===== config.mk =====
export PLATFORM = sky130hd
export DESIGN_NAME = ufc_flow
export DESIGN_NICKNAME = d
export VERILOG_FILES = /design/src/include/ufc_pkg.sv /design/src/rtl/ufc_flow.sv
export SDC_FILE = /design/constraint.sdc
export NUM_CORES = 1
export LEC_CHECK = 0
export ABC_AREA = 1
export BUFFER_PORTS_ARGS = -buffer_cell sky130_fd_sc_hd__buf_2
export CORE_ASPECT_RATIO = 1.75
export CORE_MARGIN = 2
export CORE_UTILIZATION = 60
export CTS_CLUSTER_DIAMETER = 200
export CTS_CLUSTER_SIZE = 16
export DETAILED_ROUTE_END_ITERATION = 6
export MAX_ROUTING_LAYER = met4
export PLACE_DENSITY = 0.83
export SLEW_MARGIN = 10
export SYNTH_ARGS = -nofsm -noshare
export SYNTH_HDL_FRONTEND = slang
export SYNTH_SLANG_ARGS = --single-unit

===== constraint.sdc =====
create_clock -name pclk -period 6.3 [get_ports pclk]
set_input_delay 0.315 -clock pclk [delete_from_list [all_inputs] [get_ports pclk]]
set_output_delay 0.315 -clock pclk [all_outputs]
set_load 0.1 [all_outputs]

===== src/include/ufc_pkg.sv =====
/*
 * Shared constants and types of the per-channel FIFO trigger and flow control block.
 * Assumes an APB master with 32-bit data and byte addresses in the low eight bits.
 */
`default_nettype none
package ufc_pkg;
	// Register byte offsets.
	localparam logic [7:0] ADDR_FIFO_CTRL = 8'h00;
	localparam logic [7:0] ADDR_FEATURE_CTRL = 8'h04;
	localparam logic [7:0] ADDR_ENH_FEATURE = 8'h08;
	localparam logic [7:0] ADDR_MODEM_CTRL = 8'h0c;
	localparam logic [7:0] ADDR_IRQ_ENABLE = 8'h10;
	localparam logic [7:0] ADDR_IRQ_SOURCE = 8'h14;
	localparam logic [7:0] ADDR_IRQ_IDENT = 8'h18;
	localparam logic [7:0] ADDR_RX_THRESHOLD = 8'h1c;
	localparam logic [7:0] ADDR_TX_THRESHOLD = 8'h20;
	localparam logic [7:0] ADDR_RESUME_ONE = 8'h24;
	localparam logic [7:0] ADDR_RESUME_TWO = 8'h28;
	localparam logic [7:0] ADDR_PAUSE_ONE = 8'h2c;
	localparam logic [7:0] ADDR_PAUSE_TWO = 8'h30;
	localparam logic [7:0] ADDR_FLOW_STATUS = 8'h34;
	// Values after reset.
	localparam logic [7:0] REG_RST = 8'h00;
	localparam logic [1:0] PIN_RST = 2'h3;
	localparam logic [6:0] LVL_RST = 7'h01;
	// Field positions.
	localparam int FCR_ENABLE = 0;
	localparam int EFR_AUTO_CTS = 7;
	localparam int EFR_AUTO_RTS = 6;
	localparam int EFR_SPECIAL = 5;
	localparam int EFR_ENHANCED = 4;
	localparam int MCR_ANY = 5;
	localparam int MCR_PAIR = 2;
	localparam int MCR_RTS = 1;
	localparam int MCR_DTR = 0;
	localparam int IER_IN_GATE = 7;
	localparam int IER_OUT_GATE = 6;
	localparam int IER_PAUSE = 5;
	localparam int SRC_GATE = 5;
	localparam int IDENT_GATE = 5;
	localparam int IDENT_PAUSE = 4;
	// Levels in characters.
	localparam logic [6:0] FIFO_DEPTH = 7'h40;
	localparam logic [3:0][6:0] RX_SET_A = {7'h0e, 7'h08, 7'h04, 7'h01};
	localparam logic [3:0][6:0] RX_SET_B = {7'h1c, 7'h18, 7'h10, 7'h08};
	localparam logic [3:0][6:0] RX_SET_C = {7'h3c, 7'h38, 7'h10, 7'h08};
	localparam logic [3:0][6:0] TX_SET_B = {7'h1e, 7'h18, 7'h08, 7'h10};
	localparam logic [3:0][6:0] TX_SET_C = {7'h38, 7'h20, 7'h10, 7'h08};
	localparam logic [15:0][6:0] HYST = {7'h24, 7'h1c, 7'h14, 7'h0c, 7'h34, 7'h30, 7'h2c,
		7'h28, 7'h20, 7'h18, 7'h10, 7'h08, 7'h08, 7'h06, 7'h04, 7'h00};

	typedef struct packed {
		logic psel;
		logic penable;
		logic pwrite;
		logic [7:0] paddr;
		logic [31:0] pwdata;
	} ufc_apb_t;

	typedef struct packed {
		logic valid;
		logic [7:0] ch;
	} ufc_flow_t;

	typedef enum logic [1:0] {FS_IDLE, FS_FIRST, FS_SECOND} ufc_fs_t;

	typedef struct packed {
		logic [7:0] fifo_ctrl_reg, feature_ctrl_reg, enhanced_feature_reg, modem_ctrl_reg, irq_enable_reg, rxthr, txthr, r1, r2, p1, p2;
		logic src_gate, pflag, spec_src, paused, seq_p, seq_r, gate, sent_p, is_pause;
		ufc_fs_t fs;
		logic [1:0] s1, s2, s3;
		logic rts_n, dtr_n, irq_n, tx_allow, rx_store, pready, pslverr;
		logic [7:0] rx_char;
		logic [6:0] rx_threshold_reg, tx_threshold_reg;
		ufc_flow_t flow;
		logic [31:0] prdata;
	} ufc_state_t;
endpackage : ufc_pkg
`default_nettype wire


===== src/rtl/ufc_flow.sv =====
/*
 * Trigger level selection, hardware and software flow control of one UART channel.
 * Assumes the receive FIFO, the shift register and the word length live outside, on pclk.
 */
`default_nettype none
// What this block does
// - Reset leaves FIFOs off, thresholds one.
// - Feature bits 7:6 pick threshold set.
// - Set A receive 1/4/8/14, transmit 1.
// - Set B receive 8/16/24/28, transmit 16/8/24/30.
// - Set C receive 8/16/56/60, transmit 8/16/32/56.
// - Set D uses software threshold registers.
// - Enhanced bits 7:6 enable auto gating.
// - Modem bit 2 picks the pin pair.
// - Sets A-C gate with neighbouring levels.
// - Set D gates at threshold plus/minus hysteresis.
// - Receive keeps storing whatever the FIFO level.
// - Outgoing gate pin change sets source bit 5.
// - Incoming gate input change sets source bit 5.
// - Incoming gate high stops transmit after character.
// - Enhanced bits 3:2 pick sent flow characters.
// - Enhanced bits 1:0 pick matched flow characters.
// - Resume on any character but a pause character when enabled.
// - Special character flags without halting, stored.
// - Pause character halts transmit, raises interrupt.
// - Resume character clears pause flag, resumes.
// - Send pause/resume characters by receive level.
// - Hysteresis decoded from feature bits 3:0.
// - Sent flow characters masked to word length.
module ufc_flow
	import ufc_pkg::*;
(
	// Clock and reset.
	input wire logic pclk,
	input wire logic presetn,
	// APB slave.
	input wire ufc_pkg::ufc_apb_t apb,
	output logic pready,
	output logic pslverr,
	output logic [31:0] prdata,
	// Receive side of the channel.
	input wire logic [6:0] rx_level,
	input wire logic rx_valid,
	input wire logic [7:0] rx_data,
	output logic rx_store,
	output logic [7:0] rx_store_data,
	output logic [6:0] rx_trigger,
	// Transmit side of the channel.
	input wire logic [1:0] word_len,
	input wire logic flow_ready,
	output ufc_pkg::ufc_flow_t flow,
	output logic tx_allow,
	output logic [6:0] tx_trigger,
	// Modem pins and interrupt.
	input wire logic cts_n,
	input wire logic dsr_n,
	output logic rts_n,
	output logic dtr_n,
	output logic irq_n
);
	import ufc_pkg::*;

	ufc_state_t st;
	ufc_state_t next_st;
	logic [1:0] set;
	logic [7:0] hyst, hi_thr, lo_thr, lvl;
	logic hi, lo, wr, rd, mon, pause_hit, resume_hit, special, flow_char, seq, rx_en;
	logic [7:0] rdata;
	logic hit;

	function automatic logic [6:0] ufc_level(input logic [1:0] s, input logic [2:0] sel,
		input logic tx);
		logic [6:0] v;
		v = 7'h01;
		if (sel[2])
			v = FIFO_DEPTH;
		else if (tx && s == 2'h1)
			v = TX_SET_B[sel[1:0]];
		else if (tx && s == 2'h2)
			v = TX_SET_C[sel[1:0]];
		else if (!tx && s == 2'h0)
			v = RX_SET_A[sel[1:0]];
		else if (!tx && s == 2'h1)
			v = RX_SET_B[sel[1:0]];
		else if (!tx && s == 2'h2)
			v = RX_SET_C[sel[1:0]];
		return v;
	endfunction : ufc_level

	function automatic logic [7:0] ufc_mask(input logic [7:0] c, input logic [1:0] wl);
		logic [7:0] m;
		m = 8'hff >> (2'h3 - wl);
		return c & m;
	endfunction : ufc_mask

	always_comb
	begin
		next_st = st;
		set = st.feature_ctrl_reg[7:6];
		lvl = {1'b0, rx_level};
		// Threshold selection; a disabled FIFO behaves as a one character FIFO.
		if (!st.fifo_ctrl_reg[FCR_ENABLE])
		begin
			next_st.rx_threshold_reg = LVL_RST;
			next_st.tx_threshold_reg = LVL_RST;
		end
		else if (set == 2'h3)
		begin
			next_st.rx_threshold_reg = st.rxthr[6:0];
			next_st.tx_threshold_reg = st.txthr[6:0];
		end
		else
		begin
			next_st.rx_threshold_reg = ufc_level(set, {1'b0, st.fifo_ctrl_reg[7:6]}, 1'b0);
			next_st.tx_threshold_reg = ufc_level(set, {1'b0, st.fifo_ctrl_reg[5:4]}, 1'b1);
		end
		hyst = {1'b0, HYST[st.feature_ctrl_reg[3:0]]};
		if (set == 2'h3)
		begin
			hi_thr = {1'b0, st.rxthr[6:0]} + hyst;
			lo_thr = (st.rxthr[6:0] > hyst[6:0]) ? {1'b0, st.rxthr[6:0]} - hyst : 8'h00;
			lo = lvl < lo_thr;
		end
		else
		begin
			hi_thr = {1'b0, ufc_level(set, {1'b0, st.fifo_ctrl_reg[7:6]} + 3'h1, 1'b0)};
			lo_thr = (st.fifo_ctrl_reg[7:6] == 2'h0) ? 8'h00
				: {1'b0, ufc_level(set, {1'b0, st.fifo_ctrl_reg[7:6]} - 3'h1, 1'b0)};
			lo = lvl <= lo_thr;
		end
		hi = lvl >= hi_thr;
		if (hi)
			next_st.gate = 1'b1;
		else if (lo)
			next_st.gate = 1'b0;
		// Pin pair and auto gating; an unstarted pin stays high.
		next_st.s1 = {dsr_n, cts_n};
		next_st.s2 = st.s1;
		next_st.s3 = st.s2;
		if (!st.modem_ctrl_reg[MCR_PAIR])
		begin
			next_st.rts_n = !st.modem_ctrl_reg[MCR_RTS] || (st.enhanced_feature_reg[EFR_AUTO_RTS] && st.gate);
			next_st.dtr_n = !st.modem_ctrl_reg[MCR_DTR];
			mon = st.s2[0];
		end
		else
		begin
			next_st.dtr_n = !st.modem_ctrl_reg[MCR_DTR] || (st.enhanced_feature_reg[EFR_AUTO_RTS] && st.gate);
			next_st.rts_n = !st.modem_ctrl_reg[MCR_RTS];
			mon = st.s2[1];
		end
		// APB access phase completes when the registered ready is high.
		wr = apb.psel && apb.penable && st.pready && apb.pwrite;
		rd = apb.psel && apb.penable && st.pready && !apb.pwrite;
		if (rd && apb.paddr == ADDR_IRQ_SOURCE)
			next_st.src_gate = 1'b0;
		if (rd && apb.paddr == ADDR_IRQ_IDENT && st.spec_src)
		begin
			next_st.pflag = 1'b0;
			next_st.spec_src = 1'b0;
		end
		// Gate interrupts are set after the clears so an event in a clear cycle wins.
		if (st.enhanced_feature_reg[EFR_ENHANCED] && st.irq_enable_reg[IER_OUT_GATE] && (st.modem_ctrl_reg[MCR_PAIR]
			? next_st.dtr_n != st.dtr_n : next_st.rts_n != st.rts_n))
			next_st.src_gate = 1'b1;
		if (st.enhanced_feature_reg[EFR_ENHANCED] && st.irq_enable_reg[IER_IN_GATE]
			&& (st.modem_ctrl_reg[MCR_PAIR] ? st.s2[1] != st.s3[1] : st.s2[0] != st.s3[0]))
			next_st.src_gate = 1'b1;
		// Receive matching of flow characters.
		rx_en = st.enhanced_feature_reg[1:0] != 2'h0;
		seq = st.enhanced_feature_reg[3:0] == 4'hf;
		unique case (st.enhanced_feature_reg[1:0])
			2'h2:
			begin
				pause_hit = rx_data == st.p1;
				resume_hit = rx_data == st.r1;
			end
			2'h1:
			begin
				pause_hit = rx_data == st.p2;
				resume_hit = rx_data == st.r2;
			end
			2'h3:
			begin
				pause_hit = seq ? st.seq_p && rx_data == st.p2
					: rx_data == st.p1 || rx_data == st.p2;
				resume_hit = seq ? st.seq_r && rx_data == st.r2
					: rx_data == st.r1 || rx_data == st.r2;
			end
			2'h0:
			begin
				pause_hit = 1'b0;
				resume_hit = 1'b0;
			end
		endcase
		pause_hit = pause_hit && rx_valid;
		resume_hit = resume_hit && rx_valid;
		special = rx_valid && st.enhanced_feature_reg[EFR_SPECIAL] && rx_data == st.p2;
		flow_char = rx_en && (pause_hit || resume_hit
			|| (seq && (rx_data == st.p1 || rx_data == st.r1)));
		next_st.rx_store = rx_valid && !flow_char;
		next_st.rx_char = rx_data;
		if (rx_valid)
		begin
			next_st.seq_p = seq && rx_data == st.p1;
			next_st.seq_r = seq && rx_data == st.r1;
		end
		if (pause_hit)
		begin
			next_st.paused = 1'b1;
			next_st.pflag = 1'b1;
			next_st.spec_src = 1'b0;
		end
		else if (rx_valid && st.paused && (resume_hit || st.modem_ctrl_reg[MCR_ANY]))
		begin
			next_st.paused = 1'b0;
			next_st.pflag = 1'b0;
		end
		else if (special)
		begin
			next_st.pflag = 1'b1;
			next_st.spec_src = !st.paused;
		end
		// The shift register samples tx_allow only between characters.
		next_st.tx_allow = !next_st.paused
			&& !(st.enhanced_feature_reg[EFR_AUTO_CTS] && mon);
		next_st.irq_n = !((st.pflag && st.irq_enable_reg[IER_PAUSE]) || st.src_gate);
		// Transmit side flow characters.
		unique case (st.fs)
			FS_IDLE:
			begin
				if (st.enhanced_feature_reg[3:2] == 2'h0)
					next_st.sent_p = 1'b0;
				else if (!st.sent_p && lvl >= {1'b0, st.rx_threshold_reg})
				begin
					next_st.sent_p = 1'b1;
					next_st.is_pause = 1'b1;
					next_st.fs = FS_FIRST;
				end
				else if (st.sent_p && lo)
				begin
					next_st.sent_p = 1'b0;
					next_st.is_pause = 1'b0;
					next_st.fs = FS_FIRST;
				end
			end
			FS_FIRST:
				if (st.flow.valid && flow_ready)
					next_st.fs = (st.enhanced_feature_reg[3:2] == 2'h3) ? FS_SECOND : FS_IDLE;
			FS_SECOND:
				if (st.flow.valid && flow_ready)
					next_st.fs = FS_IDLE;
		endcase
		next_st.flow.valid = next_st.fs != FS_IDLE;
		if (next_st.fs == FS_SECOND || st.enhanced_feature_reg[3:2] == 2'h1)
			next_st.flow.ch = ufc_mask(next_st.is_pause ? st.p2 : st.r2, word_len);
		else
			next_st.flow.ch = ufc_mask(next_st.is_pause ? st.p1 : st.r1, word_len);
		// Register file.
		hit = 1'b1;
		unique case (apb.paddr)
			ADDR_FIFO_CTRL: rdata = st.fifo_ctrl_reg;
			ADDR_FEATURE_CTRL: rdata = st.feature_ctrl_reg;
			ADDR_ENH_FEATURE: rdata = st.enhanced_feature_reg;
			ADDR_MODEM_CTRL: rdata = st.modem_ctrl_reg;
			ADDR_IRQ_ENABLE: rdata = st.irq_enable_reg;
			ADDR_IRQ_SOURCE: rdata = {2'h0, st.src_gate, 5'h00};
			ADDR_IRQ_IDENT: rdata = {2'h0, st.src_gate, st.pflag && st.irq_enable_reg[IER_PAUSE], 3'h0,
				!(st.src_gate || (st.pflag && st.irq_enable_reg[IER_PAUSE]))};
			ADDR_RX_THRESHOLD: rdata = st.rxthr;
			ADDR_TX_THRESHOLD: rdata = st.txthr;
			ADDR_RESUME_ONE: rdata = st.r1;
			ADDR_RESUME_TWO: rdata = st.r2;
			ADDR_PAUSE_ONE: rdata = st.p1;
			ADDR_PAUSE_TWO: rdata = st.p2;
			ADDR_FLOW_STATUS: rdata = {4'h0, mon, st.sent_p, st.gate, st.paused};
			default:
			begin
				rdata = 8'h00;
				hit = 1'b0;
			end
		endcase
		next_st.pready = apb.psel && !apb.penable;
		next_st.pslverr = apb.psel && !apb.penable && !hit;
		next_st.prdata = (apb.psel && !apb.penable && !apb.pwrite) ? {24'h0, rdata} : 32'h0;
		if (wr)
		begin
			unique case (apb.paddr)
				ADDR_FIFO_CTRL: next_st.fifo_ctrl_reg = apb.pwdata[7:0];
				ADDR_FEATURE_CTRL: next_st.feature_ctrl_reg = apb.pwdata[7:0];
				ADDR_ENH_FEATURE: next_st.enhanced_feature_reg = apb.pwdata[7:0];
				ADDR_MODEM_CTRL: next_st.modem_ctrl_reg = apb.pwdata[7:0];
				ADDR_IRQ_ENABLE: next_st.irq_enable_reg = apb.pwdata[7:0];
				ADDR_RX_THRESHOLD: next_st.rxthr = apb.pwdata[7:0];
				ADDR_TX_THRESHOLD: next_st.txthr = apb.pwdata[7:0];
				ADDR_RESUME_ONE: next_st.r1 = apb.pwdata[7:0];
				ADDR_RESUME_TWO: next_st.r2 = apb.pwdata[7:0];
				ADDR_PAUSE_ONE: next_st.p1 = apb.pwdata[7:0];
				ADDR_PAUSE_TWO: next_st.p2 = apb.pwdata[7:0];
				default: next_st.fifo_ctrl_reg = st.fifo_ctrl_reg;
			endcase
		end
	end

	always_ff @(posedge pclk or negedge presetn)
	begin
		if (!presetn)
		begin
			st <= '0;
			st.fifo_ctrl_reg <= REG_RST;
			st.s1 <= PIN_RST;
			st.s2 <= PIN_RST;
			st.s3 <= PIN_RST;
			st.rts_n <= 1'b1;
			st.dtr_n <= 1'b1;
			st.irq_n <= 1'b1;
			st.tx_allow <= 1'b1;
			st.rx_threshold_reg <= LVL_RST;
			st.tx_threshold_reg <= LVL_RST;
			st.fs <= FS_IDLE;
		end
		else
			st <= next_st;
	end

	assign pready = st.pready;
	assign pslverr = st.pslverr;
	assign prdata = st.prdata;
	assign rx_store = st.rx_store;
	assign rx_store_data = st.rx_char;
	assign rx_trigger = st.rx_threshold_reg;
	assign tx_trigger = st.tx_threshold_reg;
	assign flow = st.flow;
	assign tx_allow = st.tx_allow;
	assign rts_n = st.rts_n;
	assign dtr_n = st.dtr_n;
	assign irq_n = st.irq_n;
endmodule : ufc_flow
`default_nettype wire


# --- Yosys cells after proc, flatten, opt, wreduce, memory -nomap -nowiden ---
# Memory sizes are Yosys's and may differ from the RTL's.
# Index checks and enable logic that the tools add are counted.
word_totals:
  ff_bits: 151
  memories: 1
  mem_bits_ro: 112
  output_inout_bits: 70
  elab_cells: 246
classes:
  n_lt_le_gt_ge: 10
  n_reduce_logical: 80
  shifts: 1
  add_sub_neg: 5
  n_bitwise: 2
  muxes: 77
  n_eq_ne: 33
mem_list:
  columns: ["name", "words", "word_bits", "read_ports", "rd_ports_with_merged_regs", "wr", "line_no", "rtl"]
  rows:
  - ["(name not given)", 16, 7, 1, 0, 0, "ufc_flow.sv:117", "hyst = {1'b0, HYST[st.feature_ctrl_reg[3:0]]};"]
ops:
  columns: ["cell", "n"]
  rows:
  - ["7-bit two-way mux", 27]
  - ["7-bit binary-select mux with 2-bit select", 11]
  - ["8-bit one-hot mux with 14 select lines", 1]
  - ["8-bit by 6-bit equality test with 1-bit output, second input constant", 6]
  - ["8-bit two-way mux", 6]
  - ["1-bit logical AND", 34]
  - ["8-bit by 5-bit equality test with 1-bit output, second input constant", 4]
  - ["8-bit equality test", 4]
  - ["14-bit two-way mux", 2]
  - ["2-bit AND reduction", 12]
  - ["1-bit two-way mux", 17]
  - ["8-bit bitwise AND", 2]
  - ["8-bit by 4-bit equality test with 1-bit output, second input constant", 2]
  - ["2-bit equality test, second input constant", 7]
  - ["14-bit OR reduction", 1]
  - ["2-bit by 3-bit < comparator with 1-bit output, second input constant", 4]
  - ["2-bit two-way mux", 6]
  - ["1-bit zero test", 11]
  - ["2-bit zero test", 5]
  - ["1-bit logical OR", 10]
  - ["7-bit by 7-bit adder with 8-bit output", 1]
  - ["2-bit by 1-bit equality test with 1-bit output, second input constant", 4]
  - ["8-bit by 3-bit equality test with 1-bit output, second input constant", 1]
  - ["7-bit by 8-bit >= comparator with 1-bit output", 1]
  - ["other kinds (20)", 29]

# --- Depth between registers and ports, before layout ---
# Gate-level depths: netlist of the first run.
depth:
  ltp_word: 19
  depth_mapped: 30
  depth_no_buf: 29

# --- Worst setup path before layout of the first run ---
# No wires, ideal clock.
synth_timing:
  path_kind: "register to register"
  start: "register st[159] (netlist bit)"
  end: "register st, in the netlist flow[5]"
  synth_period_minus_slack_ns: 3.502
  arrival_time_ns: 3.385
  setup_slack_ns: 2.798
  stages_incl_launch_ff: 27
  path_buffers: 1
  t_required_ns: 6.183
  path_cell_list: "dfrtp_1 > inv_1 > ha_1 > o21a_1 > inv_1 > ha_1 > nor2_2 > nand2_2 > nand2_2 > nand2_2 > nand2_2 > nand2_1 > nor2_2 > nand2_1 > ha_1 > a21o_1 > a21oi_1 > nand2_2 > nand2_4 > nand4_4 > o21ai_4 > nand2_4 > buf_6 > nand2_1 > nand2_1 > nor2_1 > nor2_1"
synth_rtl:
  columns: ["element", "line_no", "rtl"]
  rows:
  - ["start: declaration", "ufc_flow.sv:63", "ufc_state_t st;"]
  - ["start signal: assignment", "ufc_flow.sv:323", "st <= next_st;"]

==> qor.yml, run 1 <==
drv_cap: 0
p_leak_nw: 4.65
netlist-cell-type-count: 54
synth_flop_cell: "dfrtp_1"
synth_warnings: 0
wire_per_inst_um: 18.7
dpl.hpwl_um: 18700
status: "finished clean"
required_ns: 6.66
place_inst: 1330
gp_congestion: 1.00
synth_edf_count: 0
r2r-end: "flow[5]"
antenna_left: 0
maxSlewHeadroom: 0.441
holdPathEnd: "rx_store_data[7]"
finalPower_mw: 2.32
finalMaxSlewViolations: 0
path_clk_slew_ns: 0.07
overflow: 0
worst_pin_slew_ns: 0.835
reg2reg_depth: 26
core_um2: 14800
drt_pass1_iterations: 5
whs_path_depth: 1
dieWidth_um: 97
postSynthCellCount: 1129
ys_seq_elements: 151
worst-path-buf-inv: 2
hold_class: "input pin to flop"
cts_buffer_depth: 2
routed_via_density: 5.85
synth_common_cells: "267 x nand2_1, 139 x dfrtp_1, 132 x inv_1"
async_flop_share: 1.00
antenna_found_initial: 0
area_delta_synth_final_pct: 8.90
htree_levels: 4
root_buffer: "clkbuf_16"
cts_num_sinks: 151
tritoncts: "done"
num_rows: 59
grt_first_pass_wirelength_um: 39700
clkLatencyLatePin_ns: 0.43
timing.fmax_mhz: 238
start_util: 0.612
cts_setup_buffers: 0
vdd_ir_drop_max_mv: 0.191
avgSynthCellArea_um2: 8.04
nNetsFinal: 1293
setup.worst_path.start_class: "flop"
finalHoldViolCount: 0
io_pins: 136
endpoint_kind: "flop"
fin_tns_setup_ns: 0
final_area_um2: 9890
regToRegStartpoint: "st[159]"
stdcell_count: 1365
die_area_um2: 16200
drc_errors: 0
synth_area_leaders: "dfrtp_1 38%, nand2_1 11%, ha_1 7.7%"
critPathMaxFanout: 24
power-per-cell-area_nw_per_um2: 235
cts_buffers: 17
period_needed_ns: 4.20
yosys.area.top_type: "dfrtp_1"
synth.most_common_cell: "nand2_1"
critPathSlowestCell: "dfrtp_1"
portBuffers: 87
track_usage: 0.325
fin_skew_ns: 0.00925
ys_seq_area_frac: 0.418
period_share: 0.667
diodes: 0
num_vias: 7984
critPathKind: "flop to flop"
drive_above_1_share: 0.130
rsz0062_at_grt: "false"
crit_family: "simple AND/OR/NAND/NOR gates"
cpMostUsedCell: "nand2_1"
r2r_slack_ns: 2.10
grt_pass1_vias: 7646
grt_max_degree: 94
setup_violations: 0
wl_um: 25500
slowest_delay_ns: 0.44
dpl_cell_area_um2: 9240
synth_top_area_frac: 0.383
die_y_um: 167
crit_arrival_ns: 4.56
drt_iter0_markers: 750
synth_area_um2: 9080
hp-start: "rx_data[7]"
-- worst max-delay path by stage --
stage | startpoint | end | slack (ns) | cells past startpoint
finish | st[159] | flow[5] | 2.10 | 26
detailed placement | st[159] | flow[5] | 2.17 | 26
CTS | st[159] | flow[5] | 2.13 | 26
global placement | st[159] | flow[5] | 2.30 | 25
global route | st[159] | flow[5] | 1.70 | 26
floorplan | st[159] | flow[5] | 2.80 | 26
-- worst register-to-register path, cell delays in order (launching register included) --
cell	delay (ns)
dfrtp_1	0.44
inv_1	0.09
ha_1	0.30
o21a_1	0.27
inv_1	0.07
ha_1	0.30
nor2_2	0.15
nand2_2	0.07
nand2_2	0.08
nand2_2	0.05
nand2_2	0.07
nand2_1	0.10
nor2_2	0.12
nand2_1	0.06
ha_1	0.29
a21o_1	0.16
a21oi_1	0.16
nand2_2	0.09
nand2_4	0.11
nand4_4	0.11
o21ai_4	0.34
nand2_4	0.25
nand2_1	0.13
nand2_1	0.09
nand2_1	0.08
nand2_1	0.05
nor2_1	0.09
-- logic make-up after synthesis --
family          share of synthesized area
buf+inv                             0.123
flops                               0.418
other cells                      0.000827
fa+ha+maj                          0.0816
simple gates                        0.195
compound gates                      0.161
xor+xnor                           0.0212
-- registers in the layout, summed over array words and instances (netlist names) --
signal	cells
st	99
flow	9
prdata	8
rx_store_data	8
rx_trigger	7
tx_trigger	7
next_st	4
set	2
dtr_n	1
irq_n	1
pready	1
pslverr	1
rts_n	1
rx_store	1
tx_allow	1
-- cell usage in the layout (no fill, tap or decap), types with 6 or more instances in the layout --
| master | instances |
|---|---|
| dfstp_2 | 12 |
| a21oi_1 | 33 |
| nand2_1 | 267 |
| ha_1 | 56 |
| o21ai_0 | 124 |
| a41oi_1 | 6 |
| nor2_1 | 80 |
| nand4_1 | 10 |
| inv_1 | 132 |
| buf_2 | 86 |
| clkbuf_16 | 17 |
| nand3_1 | 37 |
| conb_1 | 25 |
| xnor2_1 | 8 |
| xor2_1 | 14 |
| nor3_1 | 12 |
| o21a_1 | 8 |
| o22ai_1 | 9 |
| dfrtp_1 | 139 |
| a221oi_1 | 17 |
-- metal layers --
layer / vias to the layer above / wire length (µm) / global-route usage
li1: 3730 / - / -
met1: 3660 / 8780 / 0.343
met2: 447 / 12700 / 0.535
met3: 147 / 1780 / 0.0550
met4: 0 / 2300 / 0.254
met5: - / 0 / -
-- area by class of cell --
cell class,count,area (µm²)
fill,1252,4950
tap,183,229
sequential,151,3790
timing repair buffer,91,479
inverter,136,510
clock inverter,15,193
multi-input combinational,772,4260
clock buffer,17,425
-- report_power, final --
part	total (mW)	internal [mW]	switching, mW
Sequential	0.992	0.983	0.00815
Combinational	0.251	0.0484	0.202
Clock	1.08	0.635	0.444
Total	2.32	1.67	0.655
-- metrics by stage --
step           worst slack [ns]  utilization  hold slack, ns
2_1_floorplan              2.80            -          0.0194
6_report                   2.10        0.666          0.0497
3_3_place_gp               2.30        0.623           0.346
5_1_grt                    1.70        0.666          0.0541
4_1_cts                    2.13        0.666          0.0428
3_5_place_dp               2.17        0.623           0.350
-- timing repair --
item / 4_1_cts / 5_1_grt
setup endpoints to repair: 0 / 0
endpoints found under the hold margin: 13 / 0
hold buffers: 3 / 0
resized for setup: 0 / 0
Note: power is estimated with default switching activity, not from simulation.
==> inputs of run 2 (changes only) <==
--- a/config.mk
+++ b/config.mk
@@ -5,16 +5,16 @@
 export SDC_FILE = /design/constraint.sdc
 export NUM_CORES = 1
 export LEC_CHECK = 0
-export ABC_AREA = 1
+export ABC_AREA = 0
 export BUFFER_PORTS_ARGS = -buffer_cell sky130_fd_sc_hd__buf_2
 export CORE_ASPECT_RATIO = 1.75
 export CORE_MARGIN = 2
-export CORE_UTILIZATION = 60
+export CORE_UTILIZATION = 52
 export CTS_CLUSTER_DIAMETER = 200
 export CTS_CLUSTER_SIZE = 16
 export DETAILED_ROUTE_END_ITERATION = 6
 export MAX_ROUTING_LAYER = met4
-export PLACE_DENSITY = 0.83
+export PLACE_DENSITY = 0.77
 export SLEW_MARGIN = 10
 export SYNTH_ARGS = -nofsm -noshare
 export SYNTH_HDL_FRONTEND = slang
==> constraint.sdc (replaced) <==
create_clock -name pclk -period 3.6 [get_ports pclk]
set_input_delay 0.18 -clock pclk [delete_from_list [all_inputs] [get_ports pclk]]
set_output_delay 0.18 -clock pclk [all_outputs]
set_load 0.1 [all_outputs]
==> run 2 against run 1 <==
The flow now finishes with violations (DRC, setup timing). Total power rose by 81%. Sequential share of layout area fell by 2.9 points. Die area rose by 14%. Fmax rose by 8.0%. Clock power rose by 79%. Critical path depth fell by 7. Sequential power rose by 75%. Largest cell class unchanged. Highest routed layer unchanged.
==> qor.yml, run 2 <==
area_delta_synth_final_pct: 18.9
die_y_um: 178  # +6.8%
synthAdderAreaFrac: 0.0823  # +0.000691
use_met3: 0.0384  # -0.0166
gp_congestion: 1.01  # +0.69%
drv_cap: 0  # unchanged
timing.fmax_mhz: 257  # +8.0%
wl_um: 25900  # +1.4%
grtUsageMet2: 0.517  # -0.0172
postSynthCellCount: 840  # -26%
drt_iter0_markers: 595  # -21%
dpl.hpwl_um: 19500  # +4.0%
drt_pass1_iterations: 7  # +2
portBuffers: 87  # unchanged
crit_family: "compound AO/OA/AOI/OAI gates"
top_usage_layer: "met2"
rsz0062_at_grt: "true"
cts_buffer_depth: 2  # unchanged
status: "finished with violations"
slowest_delay_ns: 0.49  # +0.05 ns
async_flop_share: 1.00  # unchanged
num_rows: 63  # +6.8%
htree_levels: 4  # unchanged
violations: "DRC, setup timing"
avgSynthCellArea_um2: 10.7  # +33%
endpoint_kind: "flop"
finalMaxSlewViolations: 0  # unchanged
period_share: 1.08  # +0.414
synth_top_family_by_area: "compound AO/OA/AOI/OAI gates"
grt_pass1_vias: 7260  # -5.0%
place_ws_ns: -0.429  # -2.60 ns
grt_max_degree: 86  # -8.5%
antenna_found_initial: 0  # unchanged
crit_arrival_ns: 4.19  # -0.37 ns
setup.worst_path.start_class: "flop"
cts_buffers: 17  # unchanged
critPathSlowestCell: "dfrtp_2"
reg2reg_depth: 19  # -27%
final_common_cell: "dfrtp_1"
io_pins: 136  # unchanged
synth_top_area_frac: 0.386  # +0.00325
synthXorXnorAreaFrac: 0.0399  # +0.0187
diodes: 0  # unchanged
crit_cells: 19  # -27%
vdd_ir_drop_max_mv: 0.444  # +130%
drive_above_1_share: 0.347  # +0.217
worst-path-buf-inv: 3  # +1
worst_pin_slew_ns: 1.01  # +0.173 ns
yosys.area.top_type: "dfrtp_1"
crit_chain: "buf_4, o31ai_4, inv_2, ha_4, o21bai_4, o211ai_1, nand2_1, and2_4, o21ai_4, ha_4, a21oi_2, o221ai_2, a21oi_2, o31ai_4, a2111oi_4, nor2_4, buf_12, mux2i_1, mux2i_1"
antenna_left: 0  # unchanged
track_usage: 0.297  # -0.0282
power-per-cell-area_nw_per_um2: 392  # +67%
synth_warnings: 0  # unchanged
synth_area_um2: 9000  # -0.84%
critPathKind: "flop to flop"
num_vias: 7136  # -11%
hold_class: "input pin to flop"
whs_path_depth: 3  # +2
wire_per_inst_um: 21.7  # +16%
critPathMaxFanout: 7  # -71%
met1_usage: 0.281  # -0.0623
period_needed_ns: 3.89  # -0.309 ns
cts_num_sinks: 151  # unchanged
yosys.area_share.simple: 0.0968  # -0.0981
p_leak_nw: 5.00  # +7.5%
core_um2: 16900  # +14%
synth_common_cells: "139 x dfrtp_1, 90 x mux2_2, 64 x buf_4"
setup_violations: 11  # +11
nNetsFinal: 1077  # -17%
final_util: 0.632  # -0.0349
overflow: 0  # unchanged
final_cell_mix: "136 x dfrtp_1, 90 x mux2_2, 86 x buf_2"
path_clk_slew_ns: 0.07  # about the same
ys_seq_elements: 151  # unchanged
clkLatencyLatePin_ns: 0.43  # about the same
fin_skew_ns: 0.00919  # -0.0000631 ns
routed_via_density: 5.98  # +2.3%
finalHoldViolCount: 0  # unchanged
synth_edf_count: 0  # unchanged
die_area_um2: 18400  # +14%
synthMuxAreaShare: 0.136  # +0.136
dpl_cell_area_um2: 9740  # +5.4%
required_ns: 3.90  # -2.76 ns
start_util: 0.531  # -0.0807
ys_seq_area_frac: 0.421  # +0.00354
dieWidth_um: 103  # +6.7%
synth_compound_area_frac: 0.138  # -0.0227
synth.most_common_cell: "dfrtp_1"
tritoncts: "done"
maxSlewHeadroom: 0.322  # -0.119
synth_flop_cell: "dfrtp_1"
synth_area_leaders: "dfrtp_1 39%, mux2_2 11%, ha_1 7.8%"
finalWorstSetupSlack_ns: -0.290  # -2.39 ns
largest_reg_flops: 99  # unchanged
fin_tns_setup_ns: -2.17  # -2.17 ns
netlist-cell-type-count: 69  # +28%
drc_errors: 9  # +9
top_register: "st"
root_buffer: "clkbuf_16"
holdWs_ns: 0.0336  # -0.0160 ns
final_area_um2: 10700  # +8.2%
grt_first_pass_wirelength_um: 38800  # -2.2%
==> run 2: worst min-delay path, stage by stage <==
cell and delay, ns:
buf_2 0.09, nand2b_1 0.09, inv_1 0.06
==> run 2: through the flow <==
| step | power, mW | instances |
|---|---|---|
| after global placement | 2.25 | 1145 |
| after floorplan | 2.13 | 863 |
| after CTS | 4.20 | 1191 |
| after detailed placement | 2.26 | 1145 |
| final | 4.19 | 1193 |
| after global routing | 4.32 | 1193 |
==> run 2: metal layers <==
metal,vias to the layer above,share of wire
li1,3160,-
met1,3473,0.32
met2,363,0.54
met3,140,0.048
met4,0,0.096
met5,-,0
==> run 2: layout make-up <==
| class | instances | area [µm²] |
|---|---|---|
| Tap cell | 227 | 284 |
| Inverter | 47 | 176 |
| Clock buffer | 19 | 453 |
| Clock inverter | 13 | 191 |
| Fill cell | 1338 | 6240 |
| Multi-Input combinational cell | 580 | 4780 |
| Timing Repair Buffer | 156 | 1020 |
| Sequential cell | 151 | 3800 |
==> run 2: path summary, 6_finish.rpt <==
check	slack (ns)	from	endpoint
max in group asynchronous	2.32	presetn	tx_allow
max	-0.29	st[162]	flow[4]
min reg2reg	0.36	next_st[73]	next_st[71]
min in group asynchronous	0.39	presetn	rx_store_data[7]
min	0.03	apb[42]	pready
max reg2reg	-0.29	st[162]	flow[4]
==> run 2: logic make-up (layout without fill, tap and decap cells) <==
group                      count (synthesis)  after routing
DFF                                      151            151
buffers and inverters                    133            235
adders and majority gates                 58             58
other                                      2             25
muxes                                    111            111
and+or+nand+nor                          175            176
xor gates and xnor gates                  41             41
AOI/OAI and AO/OA                        169            169
==> run 2: report_power, final <==
| group | switching (mW) | internal, mW | total (mW) |
|---|---|---|---|
| clock | 0.729 | 1.21 | 1.93 |
| combinational | 0.384 | 0.131 | 0.515 |
| sequential | 0.0183 | 1.72 | 1.74 |
==> run 2: timing repair <==
| item | in CTS | in global routing |
|---|---|---|
| cloned | 0 | 1 |
| endpoints found under the setup margin | 14 | 14 |
| pin swaps | 21 | 12 |
| hold buffers | 11 | 0 |
| hold endpoints to repair | 92 | 0 |
| buffers inserted | 3 | 1 |
| gates resized for setup | 28 | 10 |
